[src/rtl/ipm_defines.svh]
`ifndef IPM_DEFINES_SVH
`define IPM_DEFINES_SVH

// ****************************************************************
// Register indices and byte addresses.
// ****************************************************************
// Printed offsets are word indices; the byte address is four times the index.
`define IPM_IDX_PIN_SEL      32'h0000_0462
`define IPM_IDX_CLOCK_OUTPUT_PIN_SEL   32'h0000_0463
`define IPM_IDX_STRAP        32'h0000_0467
`define IPM_ADDR_PIN_SEL     (`IPM_IDX_PIN_SEL << 2)
`define IPM_ADDR_CLOCK_OUTPUT_PIN_SEL  (`IPM_IDX_CLOCK_OUTPUT_PIN_SEL << 2)
`define IPM_ADDR_STRAP       (`IPM_IDX_STRAP << 2)

// ****************************************************************
// Field positions.
// ****************************************************************
`define IPM_A_FUNC_LSB       0
`define IPM_A_CLK_LSB        4
`define IPM_B_FUNC_LSB       8
`define IPM_B_CLK_LSB        12
`define IPM_CO_FUNC_LSB      0
`define IPM_CO_CLK_LSB       4
`define IPM_ST_LED1_LSB      14
`define IPM_ST_RXDV_LSB      12
`define IPM_ST_RXER_LSB      10
`define IPM_ST_LED0_LSB      8
`define IPM_ST_RXD0_LSB      6
`define IPM_ST_RXD1_LSB      4
`define IPM_ST_RXD2_LSB      2
`define IPM_ST_RXD3_LSB      0

// ****************************************************************
// Writable masks and reset values.
// ****************************************************************
`define IPM_PIN_SEL_MASK     16'h7777
`define IPM_CLOCK_OUTPUT_PIN_SEL_MASK  16'h00F7
`define IPM_PIN_SEL_RESET    16'h0000
`define IPM_CLOCK_OUTPUT_PIN_SEL_RESET 16'h0001
`define IPM_STRAP_RESET      16'h0000

// ****************************************************************
// Timing counts.
// ****************************************************************
// Cycles after reset release before the strap synchronisers hold pin levels.
`define IPM_STRAP_SETTLE     2'h2

`endif

[src/rtl/ipm_pkg.sv]
`default_nettype none

package ipm_pkg;

  // Function routed onto an output pin.
  typedef enum logic [2:0] {
    IPM_FUNC_OWN   = 3'h0,
    IPM_FUNC_CLOCK = 3'h1,
    IPM_FUNC_WAKE  = 3'h2,
    IPM_FUNC_UV    = 3'h3,
    IPM_FUNC_TS_TX = 3'h4,
    IPM_FUNC_TS_RX = 3'h5,
    IPM_FUNC_LOW   = 3'h6,
    IPM_FUNC_HIGH  = 3'h7
  } ipm_func_e;

  // Strap mode codes; 01 and 10 are reserved for the role and autonomy straps.
  typedef enum logic [1:0] {
    IPM_MODE1 = 2'h0,
    IPM_MODE2 = 2'h1,
    IPM_MODE3 = 2'h2,
    IPM_MODE4 = 2'h3
  } ipm_mode_e;

  // Index of each routed pin.
  typedef logic [1:0] ipm_pin_t;

endpackage

`default_nettype wire

[src/rtl/ipm_strap_latch.sv]
`timescale 1ns/10ps
`default_nettype none
`include "ipm_defines.svh"

// Synchronises the strap mode codes, latches them once after reset and decodes them.
module ipm_strap_latch (
  input  wire logic        pclk,
  input  wire logic        presetn,
  input  wire logic        ce,
  input  wire logic [15:0] strap_level_codes,
  output logic      [15:0] strap_reg,
  output logic             strap_done,
  output logic      [3:0]  management_address_bits,
  output logic      [2:0]  interface_select_bits,
  output logic      [2:0]  test_bits,
  output logic             autonomous_disabled,
  output logic             link_master,
  output logic             strap_reserved_mode
);

  logic [15:0] sync1_reg;
  logic [15:0] sync2_reg;
  logic [1:0]  settle_reg;

  // Two-stage synchroniser for the strap codes.
  always_ff @(posedge pclk or negedge presetn) begin
    if (!presetn) begin
      sync1_reg <= 16'h0000;
      sync2_reg <= 16'h0000;
    end else if (ce) begin
      sync1_reg <= strap_level_codes;
      sync2_reg <= sync1_reg;
    end
  end

  // Capture once the synchroniser has filled, then hold until the next reset.
  always_ff @(posedge pclk or negedge presetn) begin
    if (!presetn) begin
      settle_reg <= 2'h0;
      strap_done <= 1'b0;
      strap_reg  <= `IPM_STRAP_RESET;
    end else if (ce && !strap_done) begin
      if (settle_reg == `IPM_STRAP_SETTLE) begin
        strap_done <= 1'b1;
        strap_reg  <= sync2_reg;
      end else begin
        settle_reg <= settle_reg + 2'h1;
      end
    end
  end

  // Mode n maps to (high bit, high xor low) of its code.
  always_ff @(posedge pclk or negedge presetn) begin
    if (!presetn) begin
      management_address_bits <= 4'h0;
      interface_select_bits   <= 3'h0;
      test_bits               <= 3'h0;
      autonomous_disabled     <= 1'b0;
      link_master             <= 1'b0;
      strap_reserved_mode     <= 1'b0;
    end else if (ce) begin
      management_address_bits[0] <= strap_reg[`IPM_ST_RXDV_LSB+1];
      management_address_bits[2] <= ^strap_reg[`IPM_ST_RXDV_LSB +: 2];
      management_address_bits[1] <= strap_reg[`IPM_ST_RXER_LSB+1];
      management_address_bits[3] <= ^strap_reg[`IPM_ST_RXER_LSB +: 2];
      interface_select_bits <= {strap_reg[`IPM_ST_RXD2_LSB+1], strap_reg[`IPM_ST_RXD1_LSB+1],
                                strap_reg[`IPM_ST_RXD0_LSB+1]};
      test_bits <= {^strap_reg[`IPM_ST_RXD2_LSB +: 2], ^strap_reg[`IPM_ST_RXD1_LSB +: 2],
                    ^strap_reg[`IPM_ST_RXD0_LSB +: 2]};
      autonomous_disabled <= (strap_reg[`IPM_ST_LED1_LSB +: 2] == ipm_pkg::IPM_MODE4);
      link_master <= (strap_reg[`IPM_ST_LED0_LSB +: 2] == ipm_pkg::IPM_MODE4);
      strap_reserved_mode <= (^strap_reg[`IPM_ST_LED1_LSB +: 2])
                             || (^strap_reg[`IPM_ST_LED0_LSB +: 2])
                             || (strap_reg[`IPM_ST_RXD3_LSB +: 2] != ipm_pkg::IPM_MODE1);
    end
  end

  a_strap_hold: assert property (@(posedge pclk) disable iff (!presetn)
    (strap_done && $past(strap_done)) |-> $stable(strap_reg))
    else $error("Latched strap value changed after capture.");

  a_addr_decode: assert property (@(posedge pclk) disable iff (!presetn)
    ce |=> (management_address_bits[2] == ($past(strap_reg[13]) ^ $past(strap_reg[12])))
      && (management_address_bits[1] == $past(strap_reg[11])))
    else $error("Management address decode is wrong.");

  a_iface_decode: assert property (@(posedge pclk) disable iff (!presetn)
    ce |=> (interface_select_bits[1] == $past(strap_reg[5]))
      && (test_bits[0] == ($past(strap_reg[7]) ^ $past(strap_reg[6]))))
    else $error("Interface select or test decode is wrong.");

endmodule // ipm_strap_latch

`default_nettype wire

[src/rtl/ipm_top.sv]
// Chosen here: the APB register port.
`timescale 1ns/10ps
`default_nettype none
`include "ipm_defines.svh"

// What this block does
// - Each indicator pin drives the function picked by its 3-bit select, resetting to its own indicator.
// - The clock-output pin's 4-bit clock select picks crystal at zero and symbol clock at one.
// - The clock-output pin's function select resets to clock and its code zero routes the third indicator.
// - The autonomy strap field reads 00 when enabled and 11 when disabled, other codes reserved.
// - The role strap field reads 00 for slave and 11 for master, other codes reserved.
// - The receive-valid strap code maps to management address bits 0 and 2.
// - The receive-error strap code maps to management address bits 1 and 3.
// - The receive-data-0 strap code maps to interface-select bit 0 and test bit 0.
// - Strap fields are read-only and hold latched strap codes, not pin levels.
// - Receive-data-1 and -2 strap codes map likewise to interface-select and test bits 1 and 2.
// - The receive-data-3 strap field has 00 as its only valid mode.
module ipm_top (
  input  wire logic        pclk,
  input  wire logic        presetn,
  input  wire logic        ce,
  input  wire logic        psel,
  input  wire logic        penable,
  input  wire logic        pwrite,
  input  wire logic [31:0] paddr,
  input  wire logic [31:0] pwdata,
  input  wire logic [3:0]  pstrb,
  output logic      [31:0] prdata,
  output logic             pready,
  output logic             pslverr,
  input  wire logic        indicator_a_src,
  input  wire logic        indicator_b_src,
  input  wire logic        indicator_c_src,
  input  wire logic        crystal_input_clock,
  input  wire logic        transmit_symbol_clock,
  input  wire logic        wake_event,
  input  wire logic        undervoltage_flag,
  input  wire logic        ts_transmit_pulse,
  input  wire logic        ts_receive_pulse,
  input  wire logic [15:0] strap_level_codes,
  output logic             indicator_pin_a_out,
  output logic             indicator_pin_a_oe_n,
  output logic             indicator_pin_b_out,
  output logic             indicator_pin_b_oe_n,
  output logic             clock_output_pin_out,
  output logic             clock_output_pin_oe_n,
  output logic      [3:0]  management_address_bits,
  output logic      [2:0]  interface_select_bits,
  output logic      [2:0]  test_bits,
  output logic             autonomous_disabled,
  output logic             link_master,
  output logic             strap_reserved_mode
);

  // ****************************************************************
  // Declarations.
  // ****************************************************************
  logic [15:0]         pin_sel_reg;
  logic [15:0]         clock_output_pin_sel_reg;
  logic [15:0]         strap_reg;
  logic                strap_done;
  logic [1:0]          clk1_reg;
  logic [1:0]          clk2_reg;
  logic [2:0]          pin_out_reg;
  logic                oe_n_reg;
  logic                setup_phase;
  logic                access_done;
  logic                wr_pin_sel;
  logic                wr_clock_output_pin_sel;
  logic [15:0]         wdata_masked;
  logic [15:0]         rd_next;
  logic                err_next;
  ipm_pkg::ipm_func_e  func_sel [3];
  logic [2:0]          clk_level;
  logic [2:0]          own_level;

  // ****************************************************************
  // Strap capture and decode.
  // ****************************************************************
  ipm_strap_latch u_strap (
    .pclk                    (pclk),
    .presetn                 (presetn),
    .ce                      (ce),
    .strap_level_codes       (strap_level_codes),
    .strap_reg               (strap_reg),
    .strap_done              (strap_done),
    .management_address_bits (management_address_bits),
    .interface_select_bits   (interface_select_bits),
    .test_bits               (test_bits),
    .autonomous_disabled     (autonomous_disabled),
    .link_master             (link_master),
    .strap_reserved_mode     (strap_reserved_mode)
  );

  // ****************************************************************
  // APB slave.
  // ****************************************************************
  // Phase decode and write strobes; writes land only at the completing edge.
  assign setup_phase   = psel && !penable;
  assign access_done   = psel && penable && pready;
  assign wr_pin_sel    = access_done && pwrite && (paddr == `IPM_ADDR_PIN_SEL);
  assign wr_clock_output_pin_sel = access_done && pwrite && (paddr == `IPM_ADDR_CLOCK_OUTPUT_PIN_SEL);

  // Byte lanes above bit 15 do not exist, so only the two low strobes apply.
  always_comb begin
    wdata_masked = 16'h0000;
    for (int i = 0; i < 2; i++) begin
      wdata_masked[i*8 +: 8] = pstrb[i] ? pwdata[i*8 +: 8] : 8'h00;
    end
  end

  // Read mux; the strap word is read-only and unknown addresses raise an error.
  always_comb begin
    rd_next  = 16'h0000;
    err_next = 1'b0;
    unique case (paddr)
      `IPM_ADDR_PIN_SEL:    rd_next = pin_sel_reg;
      `IPM_ADDR_CLOCK_OUTPUT_PIN_SEL: rd_next = clock_output_pin_sel_reg;
      `IPM_ADDR_STRAP:      rd_next = strap_reg;
      default:              err_next = 1'b1;
    endcase
  end

  // Answer is prepared during setup and shown throughout the access phase.
  always_ff @(posedge pclk or negedge presetn) begin
    if (!presetn) begin
      pready  <= 1'b0;
      pslverr <= 1'b0;
      prdata  <= 32'h0000_0000;
    end else if (ce) begin
      if (setup_phase) begin
        pready  <= 1'b1;
        pslverr <= err_next;
        prdata  <= (pwrite || err_next) ? 32'h0000_0000 : {16'h0000, rd_next};
      end else if (access_done) begin
        pready  <= 1'b0;
        pslverr <= 1'b0;
        prdata  <= 32'h0000_0000;
      end
    end
  end

  // ****************************************************************
  // Output control registers.
  // ****************************************************************
  // Indicator pin selects; reserved bits stay zero whatever is written.
  always_ff @(posedge pclk or negedge presetn) begin
    if (!presetn) begin
      pin_sel_reg <= `IPM_PIN_SEL_RESET;
    end else if (ce && wr_pin_sel) begin
      pin_sel_reg <= (wdata_masked & `IPM_PIN_SEL_MASK)
                   | (pin_sel_reg & ~(`IPM_PIN_SEL_MASK) & 16'h0000)
                   | (pin_sel_reg & `IPM_PIN_SEL_MASK & {{8{~pstrb[1]}}, {8{~pstrb[0]}}});
    end
  end

  // Clock-output pin select; resets to the clock function.
  always_ff @(posedge pclk or negedge presetn) begin
    if (!presetn) begin
      clock_output_pin_sel_reg <= `IPM_CLOCK_OUTPUT_PIN_SEL_RESET;
    end else if (ce && wr_clock_output_pin_sel) begin
      clock_output_pin_sel_reg <= (wdata_masked & `IPM_CLOCK_OUTPUT_PIN_SEL_MASK)
                      | (clock_output_pin_sel_reg & `IPM_CLOCK_OUTPUT_PIN_SEL_MASK
                         & {{8{~pstrb[1]}}, {8{~pstrb[0]}}});
    end
  end

  // ****************************************************************
  // Clock sampling.
  // ****************************************************************
  // Both clocks come from outside this domain and pass two flip-flops.
  always_ff @(posedge pclk or negedge presetn) begin
    if (!presetn) begin
      clk1_reg <= 2'h0;
      clk2_reg <= 2'h0;
    end else if (ce) begin
      clk1_reg <= {transmit_symbol_clock, crystal_input_clock};
      clk2_reg <= clk1_reg;
    end
  end

  // ****************************************************************
  // Per-pin function selection.
  // ****************************************************************
  // Pin 0 and 1 are the indicator pins, pin 2 is the clock-output pin.
  assign func_sel[0] = ipm_pkg::ipm_func_e'(pin_sel_reg[`IPM_A_FUNC_LSB +: 3]);
  assign func_sel[1] = ipm_pkg::ipm_func_e'(pin_sel_reg[`IPM_B_FUNC_LSB +: 3]);
  assign func_sel[2] = ipm_pkg::ipm_func_e'(clock_output_pin_sel_reg[`IPM_CO_FUNC_LSB +: 3]);
  assign own_level   = {indicator_c_src, indicator_b_src, indicator_a_src};

  // Clock choice per pin; codes beyond one pick no clock and hold the pin low.
  always_comb begin
    clk_level = 3'h0;
    unique case (pin_sel_reg[`IPM_A_CLK_LSB +: 3])
      3'h0:    clk_level[0] = clk2_reg[0];
      3'h1:    clk_level[0] = clk2_reg[1];
      default: clk_level[0] = 1'b0;
    endcase
    unique case (pin_sel_reg[`IPM_B_CLK_LSB +: 3])
      3'h0:    clk_level[1] = clk2_reg[0];
      3'h1:    clk_level[1] = clk2_reg[1];
      default: clk_level[1] = 1'b0;
    endcase
    unique case (clock_output_pin_sel_reg[`IPM_CO_CLK_LSB +: 4])
      4'h0:    clk_level[2] = clk2_reg[0];
      4'h1:    clk_level[2] = clk2_reg[1];
      default: clk_level[2] = 1'b0;
    endcase
  end

  // One registered multiplexer per routed pin.
  for (genvar g = 0; g < 3; g++) begin : g_pin
    always_ff @(posedge pclk or negedge presetn) begin
      if (!presetn) begin
        pin_out_reg[g] <= 1'b0;
      end else if (ce) begin
        unique case (func_sel[g])
          ipm_pkg::IPM_FUNC_OWN:   pin_out_reg[g] <= own_level[g];
          ipm_pkg::IPM_FUNC_CLOCK: pin_out_reg[g] <= clk_level[g];
          ipm_pkg::IPM_FUNC_WAKE:  pin_out_reg[g] <= wake_event;
          ipm_pkg::IPM_FUNC_UV:    pin_out_reg[g] <= undervoltage_flag;
          ipm_pkg::IPM_FUNC_TS_TX: pin_out_reg[g] <= ts_transmit_pulse;
          ipm_pkg::IPM_FUNC_TS_RX: pin_out_reg[g] <= ts_receive_pulse;
          ipm_pkg::IPM_FUNC_LOW:   pin_out_reg[g] <= 1'b0;
          ipm_pkg::IPM_FUNC_HIGH:  pin_out_reg[g] <= 1'b1;
        endcase
      end
    end
  end

  // Pins stay released while straps are sensed, then drive.
  always_ff @(posedge pclk or negedge presetn) begin
    if (!presetn) begin
      oe_n_reg <= 1'b1;
    end else if (ce) begin
      oe_n_reg <= !strap_done;
    end
  end

  // Pin outputs come straight from the registers above.
  assign indicator_pin_a_out   = pin_out_reg[0];
  assign indicator_pin_b_out   = pin_out_reg[1];
  assign clock_output_pin_out  = pin_out_reg[2];
  assign indicator_pin_a_oe_n  = oe_n_reg;
  assign indicator_pin_b_oe_n  = oe_n_reg;
  assign clock_output_pin_oe_n = oe_n_reg;

  // ****************************************************************
  // Assertions.
  // ****************************************************************
  a_pin_a_high: assert property (@(posedge pclk) disable iff (!presetn)
    (ce && pin_sel_reg[2:0] == 3'h7) |=> indicator_pin_a_out)
    else $error("Indicator pin a not high under constant-high select.");

  a_pin_b_low: assert property (@(posedge pclk) disable iff (!presetn)
    (ce && pin_sel_reg[10:8] == 3'h6) |=> !indicator_pin_b_out)
    else $error("Indicator pin b not low under constant-low select.");

  a_pin_a_wake: assert property (@(posedge pclk) disable iff (!presetn)
    (ce && pin_sel_reg[2:0] == 3'h2) |=> indicator_pin_a_out == $past(wake_event))
    else $error("Indicator pin a does not follow the wake event.");

  a_led_clk_xtal: assert property (@(posedge pclk) disable iff (!presetn)
    (ce && pin_sel_reg[10:8] == 3'h1 && pin_sel_reg[14:12] == 3'h0)
      |=> indicator_pin_b_out == $past(clk2_reg[0]))
    else $error("Indicator pin b clock is not the crystal clock.");

  a_clock_output_pin_tclk: assert property (@(posedge pclk) disable iff (!presetn)
    (ce && clock_output_pin_sel_reg[2:0] == 3'h1 && clock_output_pin_sel_reg[7:4] == 4'h1)
      |=> clock_output_pin_out == $past(clk2_reg[1]))
    else $error("Clock output pin is not the symbol clock.");

  a_clock_output_pin_led_c: assert property (@(posedge pclk) disable iff (!presetn)
    (ce && clock_output_pin_sel_reg[2:0] == 3'h0) |=> clock_output_pin_out == $past(indicator_c_src))
    else $error("Clock output pin does not carry the third indicator.");

  a_reserved_zero: assert property (@(posedge pclk) disable iff (!presetn)
    (pin_sel_reg & ~16'h7777) == 16'h0000 && (clock_output_pin_sel_reg & ~16'h00F7) == 16'h0000)
    else $error("Reserved control bits are not zero.");

  a_strap_readonly: assert property (@(posedge pclk) disable iff (!presetn)
    (access_done && pwrite && paddr == `IPM_ADDR_STRAP) |=> $stable(strap_reg))
    else $error("Write changed the strap register.");

  a_pin_a_tclk: assert property (@(posedge pclk) disable iff (!presetn)
    (ce && pin_sel_reg[2:0] == 3'h1 && pin_sel_reg[6:4] == 3'h1)
      |=> indicator_pin_a_out == $past(clk2_reg[1]))
    else $error("Indicator pin a clock is not the symbol clock.");

  a_pin_b_ts_rx: assert property (@(posedge pclk) disable iff (!presetn)
    (ce && pin_sel_reg[10:8] == 3'h5) |=> indicator_pin_b_out == $past(ts_receive_pulse))
    else $error("Indicator pin b does not follow the receive timestamp pulse.");

  a_clock_output_pin_resv: assert property (@(posedge pclk) disable iff (!presetn)
    (ce && clock_output_pin_sel_reg[2:0] == 3'h1 && clock_output_pin_sel_reg[7:4] > 4'h1)
      |=> !clock_output_pin_out)
    else $error("Clock output pin is not low under a reserved clock code.");

  a_pins_driven: assert property (@(posedge pclk) disable iff (!presetn)
    (ce && strap_done) |=> !indicator_pin_a_oe_n && !clock_output_pin_oe_n)
    else $error("Pins are not driven after the straps were latched.");

endmodule // ipm_top

`default_nettype wire

[config.mk]
export PLATFORM = sky130hd
export DESIGN_NAME = ipm_top
export DESIGN_NICKNAME = d
export VERILOG_FILES = /design/src/rtl/ipm_pkg.sv /design/src/rtl/ipm_strap_latch.sv /design/src/rtl/ipm_top.sv
export VERILOG_INCLUDE_DIRS = /design/src /design/src/rtl
export SDC_FILE = /design/constraint.sdc
export NUM_CORES = 1
export LEC_CHECK = 0
export BUFFER_PORTS_ARGS = -buffer_cell sky130_fd_sc_hd__buf_2
export CAP_MARGIN = 20
export CELL_PAD_IN_SITES_DETAIL_PLACEMENT = 2
export CELL_PAD_IN_SITES_GLOBAL_PLACEMENT = 2
export CORE_UTILIZATION = 30
export DETAILED_ROUTE_END_ITERATION = 8
export PLACE_DENSITY_LB_ADDON = 0.1
export RECOVER_POWER = 100
export SLEW_MARGIN = 20
export SYNTH_ARGS = -nofsm -noshare
export SYNTH_HDL_FRONTEND = slang
export SYNTH_SLANG_ARGS = --single-unit
[constraint.sdc]
create_clock -name pclk -period 1.8 [get_ports pclk]
set_input_delay 0.09 -clock pclk [delete_from_list [all_inputs] [get_ports pclk]]
set_output_delay 0.09 -clock pclk [all_outputs]
set_load 0.005 [all_outputs]
==> results.toml, run 1 <==
[timing]
slew_violations = 0
fmax_ghz = 0.602
worst_pin_slew_ns = 1.40
worst_slack_ns = 0.138
fin_crit_sh_pct = 92.3
min_period_ns = 1.66
rsz0062_at_grt = "no"
holdWs_ns = 0.0141
fin_skew_ns = 0.00761
hold_violations = 0
setup_viol_count_final = 0
relSlewSlack_pct = 6.64

[drt]
drc = 0
antenna_left = 0
wire_per_inst_um = 17.7
first_pass_iters = 4
wl_um = 13000
vias = 3451
drtIter0Drc = 83
via_per_inst = 4.70

[floorplan]
ios = 152
fp-row-count = 46
die_area_um2 = 17000
die_x_um = 130
core-area_um2 = 15900
die_h_um = 130
start_util_pct = 30.9

[cts]
cts_root_buffer = "clkbuf_16"
cts_tree = "yes"
insertion_delay_ns = 0.35
ctsLongestPathBuffers = 2
ctsHtreeMaxLevel = 3
clock-sinks = 109
numCtsBuffers = 9
postCtsSetupRepairBufs = 0
cts.reportedPaths.clkPinSlew_ns = 0.07

[yosys]
synth_edf_count = 0
synthDistinctLibCells = 39
synth.avg_cell_area_um2 = 13.9
yosysWarnings = 0
synth_area_um2 = 4930
ys_ff_latch = 109
synthArstFlopShare_pct = 100
yosysSeqAreaShare_pct = 55.3
ys.flop_type = "dfrtp_1"
netlist_instances = 355

[setup_path]
critPathMaxFanout = 6
worst_setup_path_start_kind = "register"
crit_arrival_ns = 1.90
crit_path_end_kind = "register"
path_class = "reg -> reg"
cp_data_required_time_ns = 2.04

[cells_and_area]
regArea_um2 = 2730
area_growth_pct = 30.5
nets = 616
drive_above_1_share_pct = 41.2
fill_cells = 1672
multi_input_area_um2 = 2020
stdcell_area_um2 = 6440
diodes = 0
finish.utilization_pct = 40.4

[power]
leakage_nw = 2.97
vdd_drop_max_mv = 0.475
powerDensity_nw_per_um2 = 1080
total_power_mw = 6.96

[placement]
hpwl_um = 9520
port_buffers = 114
placed_area_um2 = 5840
gp_congestion = 0.749
place_ws_ns = -0.0294

[worst_hold_path]
hp-class = "in -> reg"

[global_routing]
grt_pass1_wl_um = 20500
grt_pass1_vias = 3707
overflow = 0
grt_max_degree = 47
antenna_found_initial = 0
grtUsageTotal_pct = 16.2

[run]
max_cap_viol_count = 0

[status]
status = "complete, no violations"
==> worst max-delay path: stages (launching register included) <==
cell	delay (ns)
dfrtp_1	0.35
nand2_1	0.05
or3_4	0.37
nor4_4	0.23
buf_4	0.20
mux2_2	0.34
==> where the power goes <==
group	total, mW	leakage (nW)	internal [mW]	switching [mW]
clock	2.36	0.171	1.41	0.948
sequential	3.33	1.36	2.92	0.412
combinational	1.27	1.43	0.731	0.535
total	6.96	2.97	5.06	1.89
==> Yosys cell counts (2+ instances only) <==
library cell  count  area (µm²)
nor2_1           13        48.8
buf_4            18         135
nor2b_1           2        12.5
buf_2             3        15.0
a21oi_1          10        50.1
mux2_4            7         105
clkbuf_1         12        45.0
o221ai_1          2        17.5
nand2b_1          3        18.8
nor4_4            7         149
or4_1             3        22.5
nor4b_2           2        30.0
nand3b_1          3        22.5
mux2_2           79         890
xnor2_1           6        52.6
dfrtp_1         107        2680
inv_1             5        18.8
o21ai_0           8        40.0
ha_1              3        37.5
o31ai_1           2        15.0
nor3_1            4        20.0
nand2_1           8        30.0
mux2i_1           5        50.1
dfstp_2           2        52.6
a22o_1           27         236
==> cells in the final DEF (no fill, tap or decap), types with 8 or more instances in the layout <==
cell type / Yosys / final
dfrtp_1: 107 / 107
buf_2: 3 / 85
mux2_2: 79 / 79
dlygate4sd3_1: 0 / 32
clkbuf_1: 12 / 30
a22o_1: 27 / 27
conb_1: 1 / 16
nor2_1: 13 / 13
buf_4: 18 / 12
a21oi_1: 10 / 10
clkbuf_16: 0 / 9
nand2_1: 8 / 8
o21ai_0: 8 / 8
==> area by class of cell <==
cell class / count / area share (%)
well taps: 216 / 4.20
multi-input cells: 223 / 31.3
inverters: 5 / 0.291
flip-flops and latches: 109 / 42.4
clock inverters: 6 / 1.83
clock buffers: 10 / 3.71
repair buffers: 166 / 16.2
==> final timing paths <==
kind,startpoint,endpoint,slack [ns],cells after the start
hold / removal,pwdata[4],register,0.01,2
setup reg to reg,pready,register,0.14,5
hold reg to reg,u_strap.strap_done,u_strap.strap_done,0.48,1
setup / recovery,pready,register,0.14,5
min in group asynchronous,presetn,asynchronous set/reset pin,0.58,2
max in group asynchronous,presetn,clock_output_pin_oe_n,0.27,3
==> metal layers <==
layer	vias up	track usage, %	share of wire [%]
met5	-	0	0
met2	97	26.0	46
li1	1588	-	-
met1	1755	21.9	47
met4	0	6.57	1.5
met3	11	2.71	4.8
==> through the flow <==
step	instances	setup TNS, ns
after floorplan	370	0
after global placement	687	-0.0369
after detailed placement	687	-0.359
after CTS	735	0
after global routing	735	0
final	735	0
==> cell families (layout without fill, tap and decap cells) <==
family	after synthesis	count (layout)	synth area share, %
flip-flops	109	109	55.3
multiplexers	91	91	21.2
AO/OA/AOI/OAI	55	55	8.32
AND/OR/NAND/NOR	52	52	8.93
buffers and inverters	38	187	4.34
XOR/XNOR	6	6	1.07
adder cells (fa/ha/maj)	3	3	0.761
other	1	16	0.0760
==> timing repair <==
item	CTS	global route
resized for setup	0	1
setup endpoints to repair	0	12
hold buffers	32	0
hold endpoints to repair	138	0
(Power assumes the default switching activity.)
==> inputs of run 2 (changes only) <==
--- a/config.mk
+++ b/config.mk
@@ -13,7 +13,7 @@
 export CORE_UTILIZATION = 30
 export DETAILED_ROUTE_END_ITERATION = 8
 export PLACE_DENSITY_LB_ADDON = 0.1
-export RECOVER_POWER = 100
+export RECOVER_POWER = 25
 export SLEW_MARGIN = 20
 export SYNTH_ARGS = -nofsm -noshare
 export SYNTH_HDL_FRONTEND = slang
==> results.toml, run 2 (same netlist as run 1, synthesis figures left out) <==
[status]
status = "complete, no violations"

[run]
max_cap_viol_count = 0

[floorplan]
die_x_um = 130
die_h_um = 130
ios = 152
fp-row-count = 46
die_area_um2 = 17000
start_util_pct = 30.9
core-area_um2 = 15900

[timing]
fin_skew_ns = 0.00726
setup_viol_count_final = 0
slew_violations = 0
worst_slack_ns = 0.117
fmax_ghz = 0.594
holdWs_ns = 0.0277
hold_violations = 0
rsz0062_at_grt = "no"
min_period_ns = 1.68
worst_pin_slew_ns = 1.40
fin_crit_sh_pct = 93.5
relSlewSlack_pct = 6.70
setup_tns_ns = 0

[worst_hold_path]
hp-class = "in -> reg"
hp-start = "pwdata[4]"

[global_routing]
grt_max_degree = 47
grt_pass1_vias = 3707
antenna_found_initial = 0
grt_pass1_wl_um = 20500
overflow = 0
grtUsageTotal_pct = 16.2

[power]
pwr-share-clk_pct = 33.8
p_sw_mw = 1.90
combPwrFrac_pct = 18.6
powerDensity_nw_per_um2 = 1070
power.internal_mw = 5.09
vdd_drop_max_mv = 0.475
power.share.sequential_pct = 47.7
total_power_mw = 6.99
switching_share_pct = 27.1
leakage_nw = 3.09

[cts]
insertion_delay_ns = 0.35
postCtsSetupRepairBufs = 0
numCtsBuffers = 9
ctsHtreeMaxLevel = 3
cts.reportedPaths.clkPinSlew_ns = 0.07
cts_tree = "yes"
clock-sinks = 109
ctsLongestPathBuffers = 2
cts_root_buffer = "clkbuf_16"

[cells_and_area]
final_cell_mix = "112 x buf_2, 107 x dfrtp_1, 79 x mux2_2, 32 x dlygate4sd3_1, 27 x a22o_1"
fill_cells = 1652
final_cell_count_no_fill = 735
drive_above_1_share_pct = 48.0
nets = 616
area_growth_pct = 32.0
diodes = 0
layout_commonest_cell = "buf_2"

[placement]
port_buffers = 114
place_ws_ns = -0.0294
hpwl_um = 9520
dp_cells = 687
gp_congestion = 0.749

[setup_path]
crit_arrival_ns = 1.92
rr_startpoint = "pready"
path_class = "reg -> reg"
crit_path_end_kind = "register"
critPathMaxFanout = 6
cp_data_required_time_ns = 2.04
worst_setup_path_start_kind = "register"
setup.worst_path.start = "pready"

[drt]
first_pass_iters = 4
drtIter0Drc = 80
wire_per_inst_um = 17.7
via_per_inst = 4.67
antenna_left = 0
vias = 3435
wl_um = 13000
drc = 0
run 2: cell types whose count changed in the layout (fill, tap and decap cells not counted), moves of 3 or more:
cell,before,now
mux2_4,2,7
buf_2,85,112
mux2_1,5,0
clkbuf_1,30,2
buf_4,12,15
run 2: worst paths after layout:
| path | end | slack [ns] | cells after the start |
|---|---|---|---|
| max in group asynchronous | clock_output_pin_oe_n | 0.26 | 3 |
| worst max register to register | register | 0.12 | 5 |
| min in group asynchronous | asynchronous set/reset pin | 0.58 | 2 |
| worst min-delay path | register | 0.03 | 2 |
| worst min register to register | u_strap.strap_done | 0.48 | 1 |
| worst max-delay path | register | 0.12 | 5 |
run 2: critical path: stages, from the launching register on:
cell and delay (ns):
dfrtp_1 0.35, nand2_1 0.06, or3_4 0.37, nor4_4 0.24, buf_4 0.20, mux2_2 0.34
run 2: through the flow:
step,utilization [%],cell area [µm²]
5_1_grt,40.8,6510
4_1_cts,40.9,6520
3_5_place_dp,36.6,5840
6_report,40.8,6510
2_1_floorplan,-,4990
3_3_place_gp,36.6,5840
run 2: final cells by class:
type                            instances  area (µm²)  area share [%]
Inverter                                5        18.8           0.288
Multi-Input combinational cell        223        2050            31.5
Clock buffer                           10         239            3.67
Sequential cell                       109        2730            41.9
Clock inverter                          6         118            1.81
Tap cell                              216         270            4.15
Timing Repair Buffer                  166        1090            16.7
run 2: power by group through the flow:
stage / Clock (mW) / Combinational [mW] / Sequential [mW]
finish: 2.36 / 1.30 / 3.33
global route: 2.54 / 1.46 / 3.41
CTS: 2.43 / 1.34 / 3.35
detailed placement: 0 / 1.28 / 3.39
global placement: 0 / 1.22 / 3.36
floorplan: 0 / 0.787 / 3.22
run 2: what timing repair did:
item | 4_1_cts | 5_1_grt
hold buffers | 32 | 0
resized for setup | 0 | 1
hold endpoints to repair | 138 | 0
endpoints found under the setup margin | 0 | 12
run 2: routing by layer:
metal | track usage [%] | part of all wire (%) | vias to the layer above | wire [µm]
met5 | 0 | 0 | - | 0
met4 | 6.57 | 1.5 | 0 | 190
met3 | 2.71 | 4.9 | 11 | 640
met2 | 26.0 | 46 | 99 | 6030
met1 | 21.9 | 47 | 1735 | 6160
li1 | - | - | 1590 | -
==> inputs of run 3 (changes only) <==
--- a/config.mk
+++ b/config.mk
@@ -17,4 +17,5 @@
 export SLEW_MARGIN = 20
 export SYNTH_ARGS = -nofsm -noshare
 export SYNTH_HDL_FRONTEND = slang
+export SYNTH_HIERARCHICAL = 1
 export SYNTH_SLANG_ARGS = --single-unit
==> results.toml, run 3 <==
[yosys]
yosysSeqAreaShare_pct = 55.9
netlist_top_cells_count = "107 x dfrtp_1, 76 x mux2_2, 24 x a22o_1"
synth_top_area_share_pct = 54.8
synth.avg_cell_area_um2 = 13.9
ys_ff_latch = 109
ys.flop_type = "dfrtp_1"
synthArstFlopShare_pct = 100
yosysWarnings = 6
netlist_instances = 352
synthTopCellsByArea = "dfrtp_1 55%, mux2_2 18%, a22o_1 4.3%"
synth_edf_count = 0
yosys.area.top_type = "dfrtp_1"
synthDistinctLibCells = 43
synth_most_common_cell = "dfrtp_1"
synth_area_um2 = 4880

[worst_hold_path]
hp-class = "in -> reg"
min_delay_path_depth = 2

[cells_and_area]
nets = 616
finish.utilization_pct = 40.6
stdcell_area_um2 = 6450
regArea_um2 = 2730
drive_above_1_share_pct = 47.3
multi_input_area_um2 = 2020
final_cell_mix = "112 x buf_2, 107 x dfrtp_1, 61 x mux2_2, 32 x dlygate4sd3_1, 25 x mux2_4"
fill_cells = 1636
area_growth_pct = 32.1
layout_commonest_cell = "buf_2"
diodes = 0

[floorplan]
fp-row-count = 46
start_util_pct = 30.7
core-area_um2 = 15900
die_h_um = 130
ios = 152
die_x_um = 130
die_area_um2 = 16800

[power]
switching_share_pct = 26.3
vdd_drop_max_mv = 0.620
leakage_nw = 3.15
power.internal_mw = 4.57
total_power_mw = 6.20
p_sw_mw = 1.63
pwr-share-clk_pct = 32.0
powerDensity_nw_per_um2 = 961
combPwrFrac_pct = 17.5
power.share.sequential_pct = 50.5

[global_routing]
grt_pass1_vias = 3760
grt_max_degree = 40
grtUsageTotal_pct = 16.3
overflow = 0
antenna_found_initial = 0
grt_pass1_wl_um = 20200

[timing]
relSlewSlack_pct = 25.9
holdWs_ns = 0.0123
min_period_ns = 1.80
worst_pin_slew_ns = 1.11
setup_tns_ns = 0
rsz0062_at_grt = "yes"
fmax_ghz = 0.556
setup_viol_count_final = 0
slew_violations = 0
fin_crit_sh_pct = 100
hold_violations = 0
fin_skew_ns = 0.0111

[cts]
postCtsSetupRepairBufs = 0
clock-sinks = 109
cts.reportedPaths.clkPinSlew_ns = 0.07
insertion_delay_ns = 0.35
ctsLongestPathBuffers = 2
cts_tree = "yes"
numCtsBuffers = 9
cts_root_buffer = "clkbuf_16"
ctsHtreeMaxLevel = 3

[setup_path]
critPathMaxFanout = 5
rrSetupSlack_ns = 0.0002
slowest_stage = "or4b_4"
worst-path-stages = 6
cp_cell_sequence = "dlygate4sd3_1 > buf_2 > or4b_4 > nor4_4 > buf_4 > mux2_2"
crit_buf_inv = 3
crit_path_end_kind = "register"
crit_arrival_ns = 2.04
cp_data_required_time_ns = 2.04
worst_setup_path_start_kind = "primary input"
slowest_delay_ns = 0.53
r2r_cells = 5
cpLargestDelayFamily = "buffers and inverters"
path_class = "in -> reg"

[placement]
port_buffers = 114
hpwl_um = 9390
gp_congestion = 0.744
placed_area_um2 = 5780

[status]
status = "complete, no violations"

[drt]
drtIter0Drc = 114
vias = 3439
drc = 0
antenna_left = 0
wire_per_inst_um = 17.8
via_per_inst = 4.69
wl_um = 13100
first_pass_iters = 4

[run]
max_cap_viol_count = 0
## run 3: area by class of cell
class	instances	share of cell area [%]
multi-input cells	217	31.4
repair buffers	169	17.1
clock buffers	11	3.76
clock inverters	4	0.756
well taps	216	4.19
flip-flops and latches	109	42.3
inverters	8	0.465
## run 3: per-layer routing
layer  global-route usage (%)  vias up  wire length [µm]
li1                         -     1577                 -
met1                     20.4     1748              5990
met2                     27.7      103              6210
met3                     3.01       11               650
met4                     6.57        0               212
met5                        0        -                 0
## run 3: path summary, 6_finish.rpt
path | startpoint | end
min in group asynchronous | presetn | u_strap/sync1_reg[2]
setup reg to reg | pready | register
hold / removal | pwdata[6] | register
hold reg to reg | pslverr | pslverr
max in group asynchronous | presetn | pready
setup / recovery | penable | register
## run 3: kinds of logic (layout without fill, tap and decap cells)
logic type,Yosys count,after routing,share of synthesized area [%]
and+or+nand+nor,45,45,6.84
AOI/OAI and AO/OA,54,54,8.35
other,1,16,0.0768
buffers and inverters,41,192,4.92
adders and majority gates,3,3,0.769
muxes,93,93,22.0
DFF,109,109,55.9
xor gates and xnor gates,6,6,1.08
## run 3: timing repair
action,4_1_cts,5_1_grt
setup endpoints to repair,18,19
hold buffers,31,1
hold endpoints to repair,70,1
pin swaps,0,1
resized for setup,7,10
## run 3: power groups by stage
stage | clock (mW) | combinational (mW) | sequential (mW)
finish | 1.99 | 1.08 | 3.13
detailed placement | 0 | 1.05 | 3.18
CTS | 2.08 | 1.11 | 3.14
global placement | 0 | 1.02 | 3.15
floorplan | 0 | 0.652 | 3.06
global route | 2.15 | 1.22 | 3.19
## run 3: per-stage QoR
stage          setup WS, ns  instances
2_1_floorplan       -0.0243        367
3_3_place_gp        -0.0862        687
3_5_place_dp         -0.122        687
4_1_cts             -0.0184        733
5_1_grt             -0.0758        734
6_report           0.000199        734
